===== config.mk =====
export PLATFORM = sky130hd
export DESIGN_NAME = lsfs_sequencer
export DESIGN_NICKNAME = d
export VERILOG_FILES = /design/src/lsfs_pkg.sv /design/src/lsfs_sync.sv /design/src/lsfs_sequencer.sv
export SDC_FILE = /design/constraint.sdc
export NUM_CORES = 1
export LEC_CHECK = 0
export ABC_AREA = 0
export BUFFER_PORTS_ARGS = -buffer_cell sky130_fd_sc_hd__buf_2
export CAP_MARGIN = 20
export CORE_MARGIN = 8
export CORE_UTILIZATION = 50
export CTS_CLUSTER_SIZE = 14
export DETAILED_ROUTE_END_ITERATION = 16
export PLACE_DENSITY_LB_ADDON = 0.25
export SLEW_MARGIN = 10
export SYNTH_ARGS = -nofsm -noshare
export SYNTH_HDL_FRONTEND = slang
export SYNTH_HIERARCHICAL = 1
export SYNTH_SLANG_ARGS = --single-unit
export TNS_END_PERCENT = 10

===== constraint.sdc =====
create_clock -name clk_sys -period 7.5 [get_ports clk_sys]
set_input_delay 0.75 -clock clk_sys [delete_from_list [all_inputs] [get_ports clk_sys]]
set_output_delay 0.75 -clock clk_sys [all_outputs]
set_load 0.005 [all_outputs]

===== src/lsfs_pkg.sv =====
package lsfs_pkg;

  // ***********************************************************
  // timing
  // ***********************************************************
  localparam int CLK_PERIOD_NS = 10;
  localparam int SYNC_LOSS_NS = 6000;
  localparam int FSET_SHORT_NS = 6000;
  localparam int CHECK_NS = 10000;
  localparam int FLAG_PULSE_NS = 1000;
  localparam int CNT_W = 11;

  function automatic logic [CNT_W-1:0] lsfs_cyc_min(input int ns);
    int c;
    c = (ns + CLK_PERIOD_NS - 1) / CLK_PERIOD_NS;
    if (c < 1) begin
      c = 1;
    end
    return c[CNT_W-1:0];
  endfunction : lsfs_cyc_min

  localparam logic [CNT_W-1:0] SYNC_LOSS_CYC = lsfs_cyc_min(SYNC_LOSS_NS);
  localparam logic [CNT_W-1:0] FSET_SHORT_CYC = lsfs_cyc_min(FSET_SHORT_NS);
  localparam logic [CNT_W-1:0] CHECK_CYC = lsfs_cyc_min(CHECK_NS);
  localparam logic [CNT_W-1:0] FLAG_PULSE_CYC = lsfs_cyc_min(FLAG_PULSE_NS);
  localparam logic [CNT_W-1:0] CNT_ZERO = 11'h000;
  localparam logic [CNT_W-1:0] CNT_ONE = 11'h001;

  // ***********************************************************
  // widths and reset values
  // ***********************************************************
  localparam int NUM_STRINGS = 10;
  localparam logic [NUM_STRINGS-1:0] STRINGS_NONE = 10'h000;
  localparam int CMP_W = 5;

  typedef enum logic [2:0] {
    LSFS_OFF = 3'h0,
    LSFS_CHECK = 3'h1,
    LSFS_PULSE = 3'h2,
    LSFS_RUN = 3'h3,
    LSFS_FAULT = 3'h4
  } lsfs_state_t;

  typedef struct packed {
    logic input_overcurrent;
    logic switch_current_limit;
    logic output_overvoltage_trip;
    logic switch_node_overvoltage;
    logic led_short_fail;
  } lsfs_cmp_t;

  typedef struct packed {
    logic input_overcurrent;
    logic switch_node_overvoltage;
    logic fset_short;
    logic led_short_fail;
    logic startup_fault;
    logic illegal_action;
    logic output_overvoltage_trip;
  } lsfs_status_t;

  localparam lsfs_status_t STATUS_CLEAR = 7'h00;

endpackage : lsfs_pkg


===== src/lsfs_sync.sv =====
`timescale 1ns/1ps
module lsfs_sync #(
  parameter int W = 1
) (
  input wire logic clk_sys, // system clock
  input wire logic rst_n, // active-low async reset
  input wire logic clk_en, // freezes state when low
  input wire logic [W-1:0] d, // asynchronous input
  output logic [W-1:0] q // synchronised copy
);

  logic [W-1:0] meta;

  // meta is read only by q
  always_ff @(posedge clk_sys or negedge rst_n) begin
    if (!rst_n) begin
      meta <= '0;
      q <= '0;
    end else if (clk_en) begin
      meta <= d;
      q <= meta;
    end
  end

endmodule : lsfs_sync


===== src/lsfs_sequencer.sv =====
`timescale 1ns/1ps
// Functional notes
// start only with enable high, supply good
// stay off while sync pin low
// fault check first; pulse flag on pass
// ready low when start-up fault free
// controller configures strings before turn-on
// controller clears spurious block after start-up
// unpopulated string enabled: illegal, all off
// genuine start-up fault holds flag low
// controller reads status, skips the clear
// enable low forces shutdown
// external sync clock within supported range
// sync open 6 us: internal clock, no flag
// sync stuck low: short fault, boost off
// input overcurrent raises disconnect gate
// switch limit ends present on-time only
// overvoltage with open string drops that string
// switch node overvoltage shuts device off
// comparators synchronised, causes latched
module lsfs_sequencer
  import lsfs_pkg::*;
(
  input wire logic clk_sys, // 100 MHz system clock
  input wire logic nrst, // active-low async reset
  input wire logic clk_en, // freezes all state but the reset synchroniser when low
  input wire logic enable_pin, // device enable pin
  input wire logic supply_above_undervoltage_lockout, // input above undervoltage_lockout turn-on
  input wire logic freq_set_sync_pin, // sync / frequency_set_resistor pin level
  input wire lsfs_cmp_t cmp_in, // analog comparator outputs
  input wire logic startup_fault_in, // other start-up check failure
  input wire logic [NUM_STRINGS-1:0] string_open_in, // per-string open at overvoltage
  input wire logic [NUM_STRINGS-1:0] string_populated, // strings found at start-up
  input wire logic [NUM_STRINGS-1:0] string_enable_req, // string enables from registers
  input wire logic spurious_clear, // one-cycle clear of start-up block bit
  output logic fault_flag_n, // fault flag, active low
  output logic ready_output_n, // ready for commands, active low
  output logic disconnect_gate, // high turns off input disconnect switch
  output logic boost_enable, // boost stage running
  output logic on_time_end, // end of present switch on-time, high the cycle after each cycle the synchronised limit is high with boost_enable
  output logic ext_sync_active, // switching on external sync clock
  output logic [NUM_STRINGS-1:0] string_on, // strings in regulation
  output lsfs_status_t fault_status // latched fault causes
);

  // ***********************************************************
  // reset release and input synchronisers
  // ***********************************************************
  logic rst_meta;
  logic rst_n;
  lsfs_cmp_t cmp_s;
  logic [NUM_STRINGS-1:0] open_s;
  logic en_s;
  logic undervoltage_lockout_s;
  logic sync_s;
  logic sfault_s;
  logic sync_d;

  always_ff @(posedge clk_sys or negedge nrst) begin
    if (!nrst) begin
      rst_meta <= 1'b0;
      rst_n <= 1'b0;
    end else begin
      rst_meta <= 1'b1;
      rst_n <= rst_meta;
    end
  end

  lsfs_sync #(.W(CMP_W + NUM_STRINGS + 4)) u_sync (
    .clk_sys(clk_sys),
    .rst_n(rst_n),
    .clk_en(clk_en),
    .d({cmp_in, string_open_in, enable_pin, supply_above_undervoltage_lockout, freq_set_sync_pin,
        startup_fault_in}),
    .q({cmp_s, open_s, en_s, undervoltage_lockout_s, sync_s, sfault_s})
  );

  // ***********************************************************
  // sync pin supervision
  // ***********************************************************
  logic sync_edge;
  logic [CNT_W-1:0] edge_cnt;
  logic [CNT_W-1:0] low_cnt;
  logic fset_short;
  lsfs_state_t state;
  logic active;

  assign sync_edge = sync_s ^ sync_d;
  assign active = (state != LSFS_OFF);
  assign fset_short = (low_cnt == FSET_SHORT_CYC);

  always_ff @(posedge clk_sys or negedge rst_n) begin
    if (!rst_n) begin
      sync_d <= 1'b0;
      edge_cnt <= CNT_ZERO;
      low_cnt <= CNT_ZERO;
    end else if (clk_en) begin
      sync_d <= sync_s;
      if (sync_edge || !active) begin
        edge_cnt <= CNT_ZERO;
      end else if (edge_cnt != SYNC_LOSS_CYC) begin
        edge_cnt <= edge_cnt + CNT_ONE;
      end
      // a valid clock is never low this long, so this is a short to ground
      if (sync_s || !active) begin
        low_cnt <= CNT_ZERO;
      end else if (low_cnt != FSET_SHORT_CYC) begin
        low_cnt <= low_cnt + CNT_ONE;
      end
    end
  end

  // external clock is taken only if it toggles during the start-up check
  always_ff @(posedge clk_sys or negedge rst_n) begin
    if (!rst_n) begin
      ext_sync_active <= 1'b0;
    end else if (clk_en) begin
      if (!active) begin
        ext_sync_active <= 1'b0;
      end else if (state == LSFS_CHECK && sync_edge) begin
        ext_sync_active <= 1'b1;
      end else if (edge_cnt == SYNC_LOSS_CYC && sync_s) begin
        ext_sync_active <= 1'b0;
      end
    end
  end

  // ***********************************************************
  // sequencer
  // ***********************************************************
  logic [CNT_W-1:0] seq_cnt;
  logic hard_fault;
  logic illegal;

  assign illegal = |(string_enable_req & ~string_populated);
  assign hard_fault = cmp_s.switch_node_overvoltage | fset_short | cmp_s.input_overcurrent;

  always_ff @(posedge clk_sys or negedge rst_n) begin
    if (!rst_n) begin
      state <= LSFS_OFF;
      seq_cnt <= CNT_ZERO;
    end else if (clk_en) begin
      if (!en_s) begin
        state <= LSFS_OFF;
        seq_cnt <= CNT_ZERO;
      end else begin
        unique case (state)
          LSFS_OFF: begin
            seq_cnt <= CNT_ZERO;
            if (undervoltage_lockout_s && sync_s) begin
              state <= LSFS_CHECK;
            end
          end
          LSFS_CHECK: begin
            seq_cnt <= seq_cnt + CNT_ONE;
            if (hard_fault || sfault_s) begin
              state <= LSFS_FAULT;
            end else if (seq_cnt == CHECK_CYC) begin
              seq_cnt <= CNT_ZERO;
              state <= cmp_s.led_short_fail ? LSFS_FAULT : LSFS_PULSE;
            end
          end
          LSFS_PULSE: begin
            seq_cnt <= seq_cnt + CNT_ONE;
            if (hard_fault || sfault_s) begin
              state <= LSFS_FAULT;
            end else if (seq_cnt == FLAG_PULSE_CYC) begin
              state <= LSFS_RUN;
            end
          end
          LSFS_RUN: begin
            if (hard_fault) begin
              state <= LSFS_FAULT;
            end
          end
          LSFS_FAULT: begin
            state <= LSFS_FAULT;
          end
          default: begin
            state <= LSFS_OFF;
          end
        endcase
      end
    end
  end

  // ***********************************************************
  // fault causes, sticky until shutdown
  // ***********************************************************
  logic start_block;
  logic [NUM_STRINGS-1:0] string_removed;

  always_ff @(posedge clk_sys or negedge rst_n) begin
    if (!rst_n) begin
      fault_status <= STATUS_CLEAR;
    end else if (clk_en) begin
      if (!active) begin
        fault_status <= STATUS_CLEAR;
      end else begin
        fault_status.input_overcurrent <= fault_status.input_overcurrent |
                                          cmp_s.input_overcurrent;
        fault_status.switch_node_overvoltage <= fault_status.switch_node_overvoltage |
                                                cmp_s.switch_node_overvoltage;
        fault_status.fset_short <= fault_status.fset_short | fset_short;
        fault_status.led_short_fail <= fault_status.led_short_fail |
          (state == LSFS_CHECK && seq_cnt == CHECK_CYC && cmp_s.led_short_fail);
        fault_status.startup_fault <= fault_status.startup_fault |
          (sfault_s && (state == LSFS_CHECK || state == LSFS_PULSE));
        fault_status.illegal_action <= fault_status.illegal_action |
                                       (illegal && state == LSFS_RUN);
        fault_status.output_overvoltage_trip <= fault_status.output_overvoltage_trip |
                                                cmp_s.output_overvoltage_trip;
      end
    end
  end

  // strings opened at an overvoltage trip leave regulation, the rest stay
  always_ff @(posedge clk_sys or negedge rst_n) begin
    if (!rst_n) begin
      string_removed <= STRINGS_NONE;
    end else if (clk_en) begin
      if (!active) begin
        string_removed <= STRINGS_NONE;
      end else if (cmp_s.output_overvoltage_trip) begin
        string_removed <= string_removed | (open_s & string_enable_req);
      end
    end
  end

  // leds stay blocked after start-up until the controller clears it;
  // the block is set on entry to run, so a clear in that cycle loses
  always_ff @(posedge clk_sys or negedge rst_n) begin
    if (!rst_n) begin
      start_block <= 1'b1;
    end else if (clk_en) begin
      if (state != LSFS_RUN) begin
        start_block <= 1'b1;
      end else if (spurious_clear) begin
        start_block <= 1'b0;
      end
    end
  end

  // ***********************************************************
  // outputs
  // ***********************************************************
  always_ff @(posedge clk_sys or negedge rst_n) begin
    if (!rst_n) begin
      fault_flag_n <= 1'b1;
      ready_output_n <= 1'b1;
      boost_enable <= 1'b0;
      string_on <= STRINGS_NONE;
    end else if (clk_en) begin
      fault_flag_n <= !(state == LSFS_PULSE || state == LSFS_FAULT);
      ready_output_n <= !(state == LSFS_RUN);
      boost_enable <= (state == LSFS_CHECK || state == LSFS_PULSE || state == LSFS_RUN)
                      && !hard_fault;
      if (state != LSFS_RUN || hard_fault || start_block ||
          fault_status.illegal_action || illegal) begin
        string_on <= STRINGS_NONE;
      end else begin
        string_on <= string_enable_req & ~string_removed;
      end
    end
  end

  always_ff @(posedge clk_sys or negedge rst_n) begin
    if (!rst_n) begin
      disconnect_gate <= 1'b0;
      on_time_end <= 1'b0;
    end else if (clk_en) begin
      if (!active) begin
        disconnect_gate <= 1'b0;
      end else if (cmp_s.input_overcurrent) begin
        disconnect_gate <= 1'b1;
      end
      // only the present on-time ends; switching carries on next cycle
      on_time_end <= cmp_s.switch_current_limit && boost_enable;
    end
  end

endmodule : lsfs_sequencer


==> results of run 1 <==
==> cells in the mapped netlist, drive strengths merged (7+ instances only) <==
library cell	number	area [sq um]
nor2b	8	50.1
nand2b	11	68.8
o2bb2ai	12	105
nand2	29	109
mux2	39	514
a31oi	17	106
a21oi	12	60.1
clkbuf	11	41.3
o21ai	18	90.1
nor2	59	221
xor2	15	131
and3	8	50.1
nand4	7	43.8
inv	22	82.6
nand3	17	85.1
dfrtp	108	2700
==> worst reg2reg max path, stage by stage (launching register included) <==
cell and delay [ps]:
dfrtp_1 420, inv_1 110, ha_1 170, nand4b_1 140, or4_4 560, o311a_4 440, and2_1 270, a22o_1 240
==> cell families (layout without fill, tap and decap cells) <==
| logic type | Yosys count | count (layout) | synth area share, % |
|---|---|---|---|
| simple gates | 164 | 164 | 15.7 |
| flops | 111 | 111 | 54.0 |
| compound gates | 87 | 87 | 11.8 |
| mux | 41 | 41 | 10.4 |
| buf+inv | 39 | 106 | 3.59 |
| xor+xnor | 18 | 18 | 3.06 |
| fa+ha+maj | 6 | 6 | 1.46 |
| other cells | 1 | 1 | 0.0728 |
==> stage by stage <==
stage	worst slack (ps)	total power, mW	instances	hold WS, ps
2_1_floorplan	4180	0.907	467	331
3_3_place_gp	4420	0.986	653	339
3_5_place_dp	4330	0.995	653	339
4_1_cts	4720	1.41	669	97.5
5_1_grt	4600	1.47	670	94.5
6_report	4790	1.40	670	120
==> worst max path at each step <==
stage                      start         endpoint  slack (ps)  cells after the start
final                     clk_en       seq_cnt[5]        4790                      6
after floorplan            rst_n     boost_enable        4180                      0
after CTS                 clk_en  fault_status[3]        4720                      6
after detailed placement  clk_en  fault_status[3]        4330                      6
after global routing      clk_en       seq_cnt[5]        4600                      6
after global placement    clk_en  fault_status[6]        4420                      6
==> state kept, by name, indices dropped and copies added, names as in the netlist <==
| register | cells |
|---|---|
| ext_sync_active | 1 |
| rst_n | 1 |
| string_removed | 10 |
| fault_flag_n | 1 |
| ready_output_n | 1 |
| fault_status | 7 |
| state | 3 |
| low_cnt | 11 |
| u_sync/meta | 19 |
| seq_cnt | 11 |
| disconnect_gate | 1 |
| edge_cnt | 11 |
| string_on | 10 |
| boost_enable | 1 |
| rst_meta | 1 |
| sync_d | 1 |
| on_time_end | 1 |
| start_block | 1 |
| u_sync/q | 19 |
==> routing by layer <==
metal / track usage (%) / vias up / wire length [microns]
li1: - / 1780 / -
met1: 22.3 / 1776 / 5220
met2: 25.5 / 75 / 5250
met3: 4.22 / 13 / 416
met4: 6.33 / 0 / 185
met5: 0 / - / 0
==> power by group through the flow <==
stage          Combinational (mW)  Clock [mW]  Sequential, mW
3_3_place_gp                0.242           0           0.744
3_5_place_dp                0.249           0           0.746
5_1_grt                     0.281       0.448           0.744
4_1_cts                     0.250       0.428           0.734
6_report                    0.251       0.415           0.734
2_1_floorplan               0.187           0           0.720
==> cell type report <==
class / instances / area [sq um]
clock buffer: 9 / 124
clock inverter: 7 / 118
fill: 902 / 4370
inverter: 22 / 82.6
multi-input combinational: 317 / 2190
sequential: 111 / 2790
tap: 136 / 170
timing repair buffer: 68 / 348
==> results.md, run 1 <==
* NumNets Final at 578
* Delay-heaviest family, CP: buffers and inverters
* Max_cap viols at 0
* Sw Pwr at about 0.42 mW
* CTS tree: yes
* Reg-to-reg critical path endpoint: seq_cnt[5]
* Placed instance area at roughly 0.0056 sq mm
* CP Cell Sequence: buf_2 -> buf_4 -> inv_1 -> nor2_1 -> and2_1 -> a22o_1
* Clk Latency, worst-skew pair at 390 ps
* Critical Path Start Type: input pin
* Setup bufs post-CTS at 0
* Rows at 37
* Layout cells sized above 1 at 24.9%
* Final TNS setup at 0 ps
* Net Sw Frac at 30.0%
* Crit path buffers/inverters at 3
* Sequential area share after synthesis at 54.0%
* Iteration-0 DRC Markers at 235
* Util after Layout at 57.1%
* HP Class: in2async
* Fmax at 369 MHz
* Critical path's slowest cell: buf_4
* Crit path max fanout at 65
* Distinct cells, synth at 51
* Number of port buffers at 65
* Yosys Warn Count at 6
* Cell Area, Synth at slightly above 0.005 sq mm
* Final setup fails at 0
* Die area at about 0.014 sq mm
* Leakage at roughly 2.8 nW
* Worst reg2reg path depth at 7
* Core Box Area at 0.0102 sq mm
* Cell Pwr Density at 241 mW/mm^2
* Final Max Slew Viols at 0
* Crit Reg-Reg Startpoint: seq_cnt[0]
* Fin area at 0.00581 sq mm
* Post-synth EDFFs at 0
* CTS sink cnt at 111
* Tightest Pin Transition at 812 ps
* Root buffer cell: clkbuf_8
* Synth Instances at 467
* Worst slew margin at a little under half
* Combinational power share at between 15 and 20%
* Die W at between 100 and 150 microns
* GRT overflow at 0
* Clock transition at the registers of the reported paths at 100 ps
* Max incr delay on CP at 640 ps
* WS Path Type: in2reg
* Die Span Y at 118 microns
* Commonest non-fill, non-tap cell in the layout: dfrtp_1
* Peak supply drop at 0.000178 V
* TritonRoute pass-1 iters at 4
* Resize count post-CTS at 0
* Layout area overhead at 12.8%
* IO Pins at 66
* Worst EP arrival at 3040 ps
* Drt via density at 5.44
* Worst Skew at 9.14 ps
* Clock share of power at between 20% and 30%
* Longest Clk Path Bufs at 2
* Drt total wl at ~11,000 microns
* Syn_nets at around 520
* Cts hold-fix bufs at 0
* DP HPWL at 7960 microns
* Pin count of the biggest net entering global routing at 66
* Gpl congestion at 0.813
* Synth Flop Type: dfrtp_1
* Avg Synthesized Cell Area at 11.0 sq um
* Final hold vios at 0
* CTS buffer count at 9
* Initial antenna violation count at 0
* Tot GR Track Use at around 17%
* Reg-to-reg slack, setup at 5060 ps
* Synthesized flop and latch total at roughly 110
* Critical Path RT at 7830 ps
* Diode count at 0
* FFs w/ async S/R, synth at 100%
* DRC viols at 0
* Number of global-route vias before repair at 3,676
* Reg power frac at a little over half
* Most frequent cells in the layout: dfrtp_1, buf_2, nor2_1
* Min Tclk post-route at about 2700 ps
* Avg WL per Cell at 16.5 microns
* Via count at between 3,000 and 4,000
* CP Capture Type: flop
* Internal power at 0.980 mW
* ANT nets after route at 0
* Initial core utilization at 50.6%
* Period Utilization, post-route at approximately 36%
* Status: completed
* RSZ-0062 raised after global routing: false
* Max H-tree Level at 3
* Global-route wire length before repair at 18,700 microns
No activity file was read; power rests on OpenSTA's default activity.
==> run 2, diff against run 1 <==
clock period = 2.7 ns   (was 7.5 ns; I/O delays follow)
==> run 2 against run 1 <==
Sequential share of layout area is 0.093 points higher. Critical endpoint is now seq_cnt[8]. Clock power is 130% higher. Worst hold slack better by 3.0 ps. Design area is 0.19% lower. Critical path type is now reg2reg.
==> results.md, run 2 (synthesis results as in run 1) <==
* Diode count at 0 (unchanged)
* Cell Pwr Density at 637 mW/mm^2 (+160%)
* Final TNS setup at 0 ps (unchanged)
* Max_cap viols at 0 (unchanged)
* Clk Latency, worst-skew pair at 370 ps (-20 ps)
* WS Path Type: reg2reg
* NumNets Final at 583 (+0.87%)
* Pin count of the biggest net entering global routing at 52 (-21%)
* Top Registers: u_sync/meta (19), u_sync/q (19)
* Via count at 3,735 (+2.5%)
* Die W at 118 microns (unchanged)
* GRT overflow at 0 (unchanged)
* Peak supply drop at 0.000363 V (+100%)
* Worst EP arrival at 2720 ps (-320 ps)
* TritonRoute pass-1 iters at 5 (+1)
* Setup bufs post-CTS at 0 (unchanged)
* Die Span Y at 118 microns (unchanged)
* Root buffer cell: clkbuf_8
* Leakage at 2.77 nW (about the same)
* Min Tclk post-route at 2460 ps
* Number of global-route vias before repair at 3,827 (+4.1%)
* RSZ-0062 raised after global routing: false
* Clock transition at the registers of the reported paths at 100 ps (about the same)
* Max H-tree Level at 3 (unchanged)
* Global-route wire length before repair at 19,100 microns (+1.9%)
* CTS tree: yes
* Initial core utilization at 50.6% (unchanged)
* HP Class: in2reg
* Number of port buffers at 65 (unchanged)
* Core Box Area at 0.0102 sq mm (unchanged)
* Crit path max fanout at 12 (-82%)
* Final hold slack at 123 ps (+2.96 ps)
* Tightest Pin Transition at 701 ps (-112 ps)
* Period Utilization, post-route at 91.2%
* Critical Path RT at 2960 ps (-4870 ps)
* Final setup fails at 0 (unchanged)
* Worst setup margin at 236 ps (-4550 ps)
* Longest Clk Path Bufs at 2 (unchanged)
* Worst slew margin at 53.2% (+7.4 points)
* Commonest non-fill, non-tap cell in the layout: dfrtp_1
* ANT nets after route at 0 (unchanged)
* Drt via density at 5.53 (+1.7%)
* Drt total wl at 11,000 microns (-0.80%)
* Fmax at 406 MHz
* Tot GR Track Use at 16.6% (-0.050 points)
* Status: completed
* CTS buffer count at 9 (unchanged)
* Layout cells sized above 1 at 25.2% (+0.33 points)
* Avg WL per Cell at 16.3 microns (-1.5%)
* Pre-CTS WS at 290 ps (-4040 ps)
* Initial antenna violation count at 0 (unchanged)
* Most frequent cells in the layout: dfrtp_1, buf_2, nor2_1
* Layout area overhead at 12.6%
* Rows at 37 (unchanged)
* Final hold vios at 0 (unchanged)
* IO Pins at 66 (unchanged)
* CTS sink cnt at 111 (unchanged)
* Gpl congestion at 0.866 (+6.5%)
* Iteration-0 DRC Markers at 193 (-18%)
* DP HPWL at 8120 microns (+1.9%)
* Worst Skew at 10.7 ps (+1.51 ps)
* Die area at 0.0138 sq mm (unchanged)
* Final Max Slew Viols at 0 (unchanged)
* CP Capture Type: flop
* Critical Path Start Type: flop
* DRC viols at 0 (unchanged)
[run 2: changes by cell type in the layout (fill, tap and decap cells not counted)]
| cell | delta |
|---|---|
| buf_4 | +4 |
| bufinv_16 | -2 |
| clkinv_4 | +2 |
| clkinv_8 | -2 |
| clkbuf_1 | +1 |
| clkbuf_8 | +1 |
| clkinv_2 | -1 |
| dlygate4sd3_1 | +1 |
| inv_8 | +1 |
[run 2: final cells by class]
type                       instances  area, sq um
clock buffer                      11          141
inverter                          22         82.6
timing repair buffer              73          388
tap                              136          170
sequential                       111         2790
fill                             894         4380
clock inverter                     5         48.8
multi-input combinational        317         2190
[run 2: stage by stage]
stage / area [sq um] / power, mW / std cells / utilization [%]
5_1_grt: 5800 / 3.92 / 675 / 57.0
4_1_cts: 5800 / 3.73 / 675 / 57.0
3_5_place_dp: 5600 / 2.78 / 658 / 55.0
3_3_place_gp: 5600 / 2.75 / 658 / 55.0
2_1_floorplan: 5150 / 2.52 / 467 / -
6_report: 5800 / 3.70 / 675 / 57.0
[run 2: worst paths after layout]
check | depth (start not counted) | start | slack (ps) | to
setup / recovery | 7 | seq_cnt[0] | 240 | seq_cnt[8]
hold / removal | 2 | cmp_in[1] | 120 | u_sync/meta[15]
setup reg to reg | 7 | seq_cnt[0] | 240 | seq_cnt[8]
hold reg to reg | 0 | rst_n | 350 | fault_status[0]
max in group asynchronous | 1 | rst_n | 1570 | fault_flag_n
min in group asynchronous | 2 | nrst | 200 | rst_n
[run 2: power by group]
part	switching (mW)	total, mW	internal, mW
Sequential	0.182	2.03	1.85
Clock	0.568	0.950	0.381
Combinational	0.383	0.718	0.335
[run 2: routing by layer]
metal / routed length (microns) / part of all wire, % / vias to the layer above / global-route usage (%)
met5: 0 / 0 / - / 0
met4: 111 / 1.0 / 0 / 4.40
met3: 475 / 4.3 / 11 / 3.84
met2: 5160 / 47 / 93 / 25.8
met1: 5230 / 48 / 1855 / 22.9
li1: - / - / 1776 / -
[run 2: critical path: stages, from the launching register on]
cell and delay (ps):
dfrtp_1 430, inv_1 110, ha_1 170, nand4b_1 140
or4_4 560, o311a_4 430, and2_1 270, a22o_1 240
[run 2: what timing repair did]
item | 4_1_cts | 5_1_grt
resized for setup | 0 | 0
hold buffers | 1 | 0
hold endpoints to repair | 2 | 0
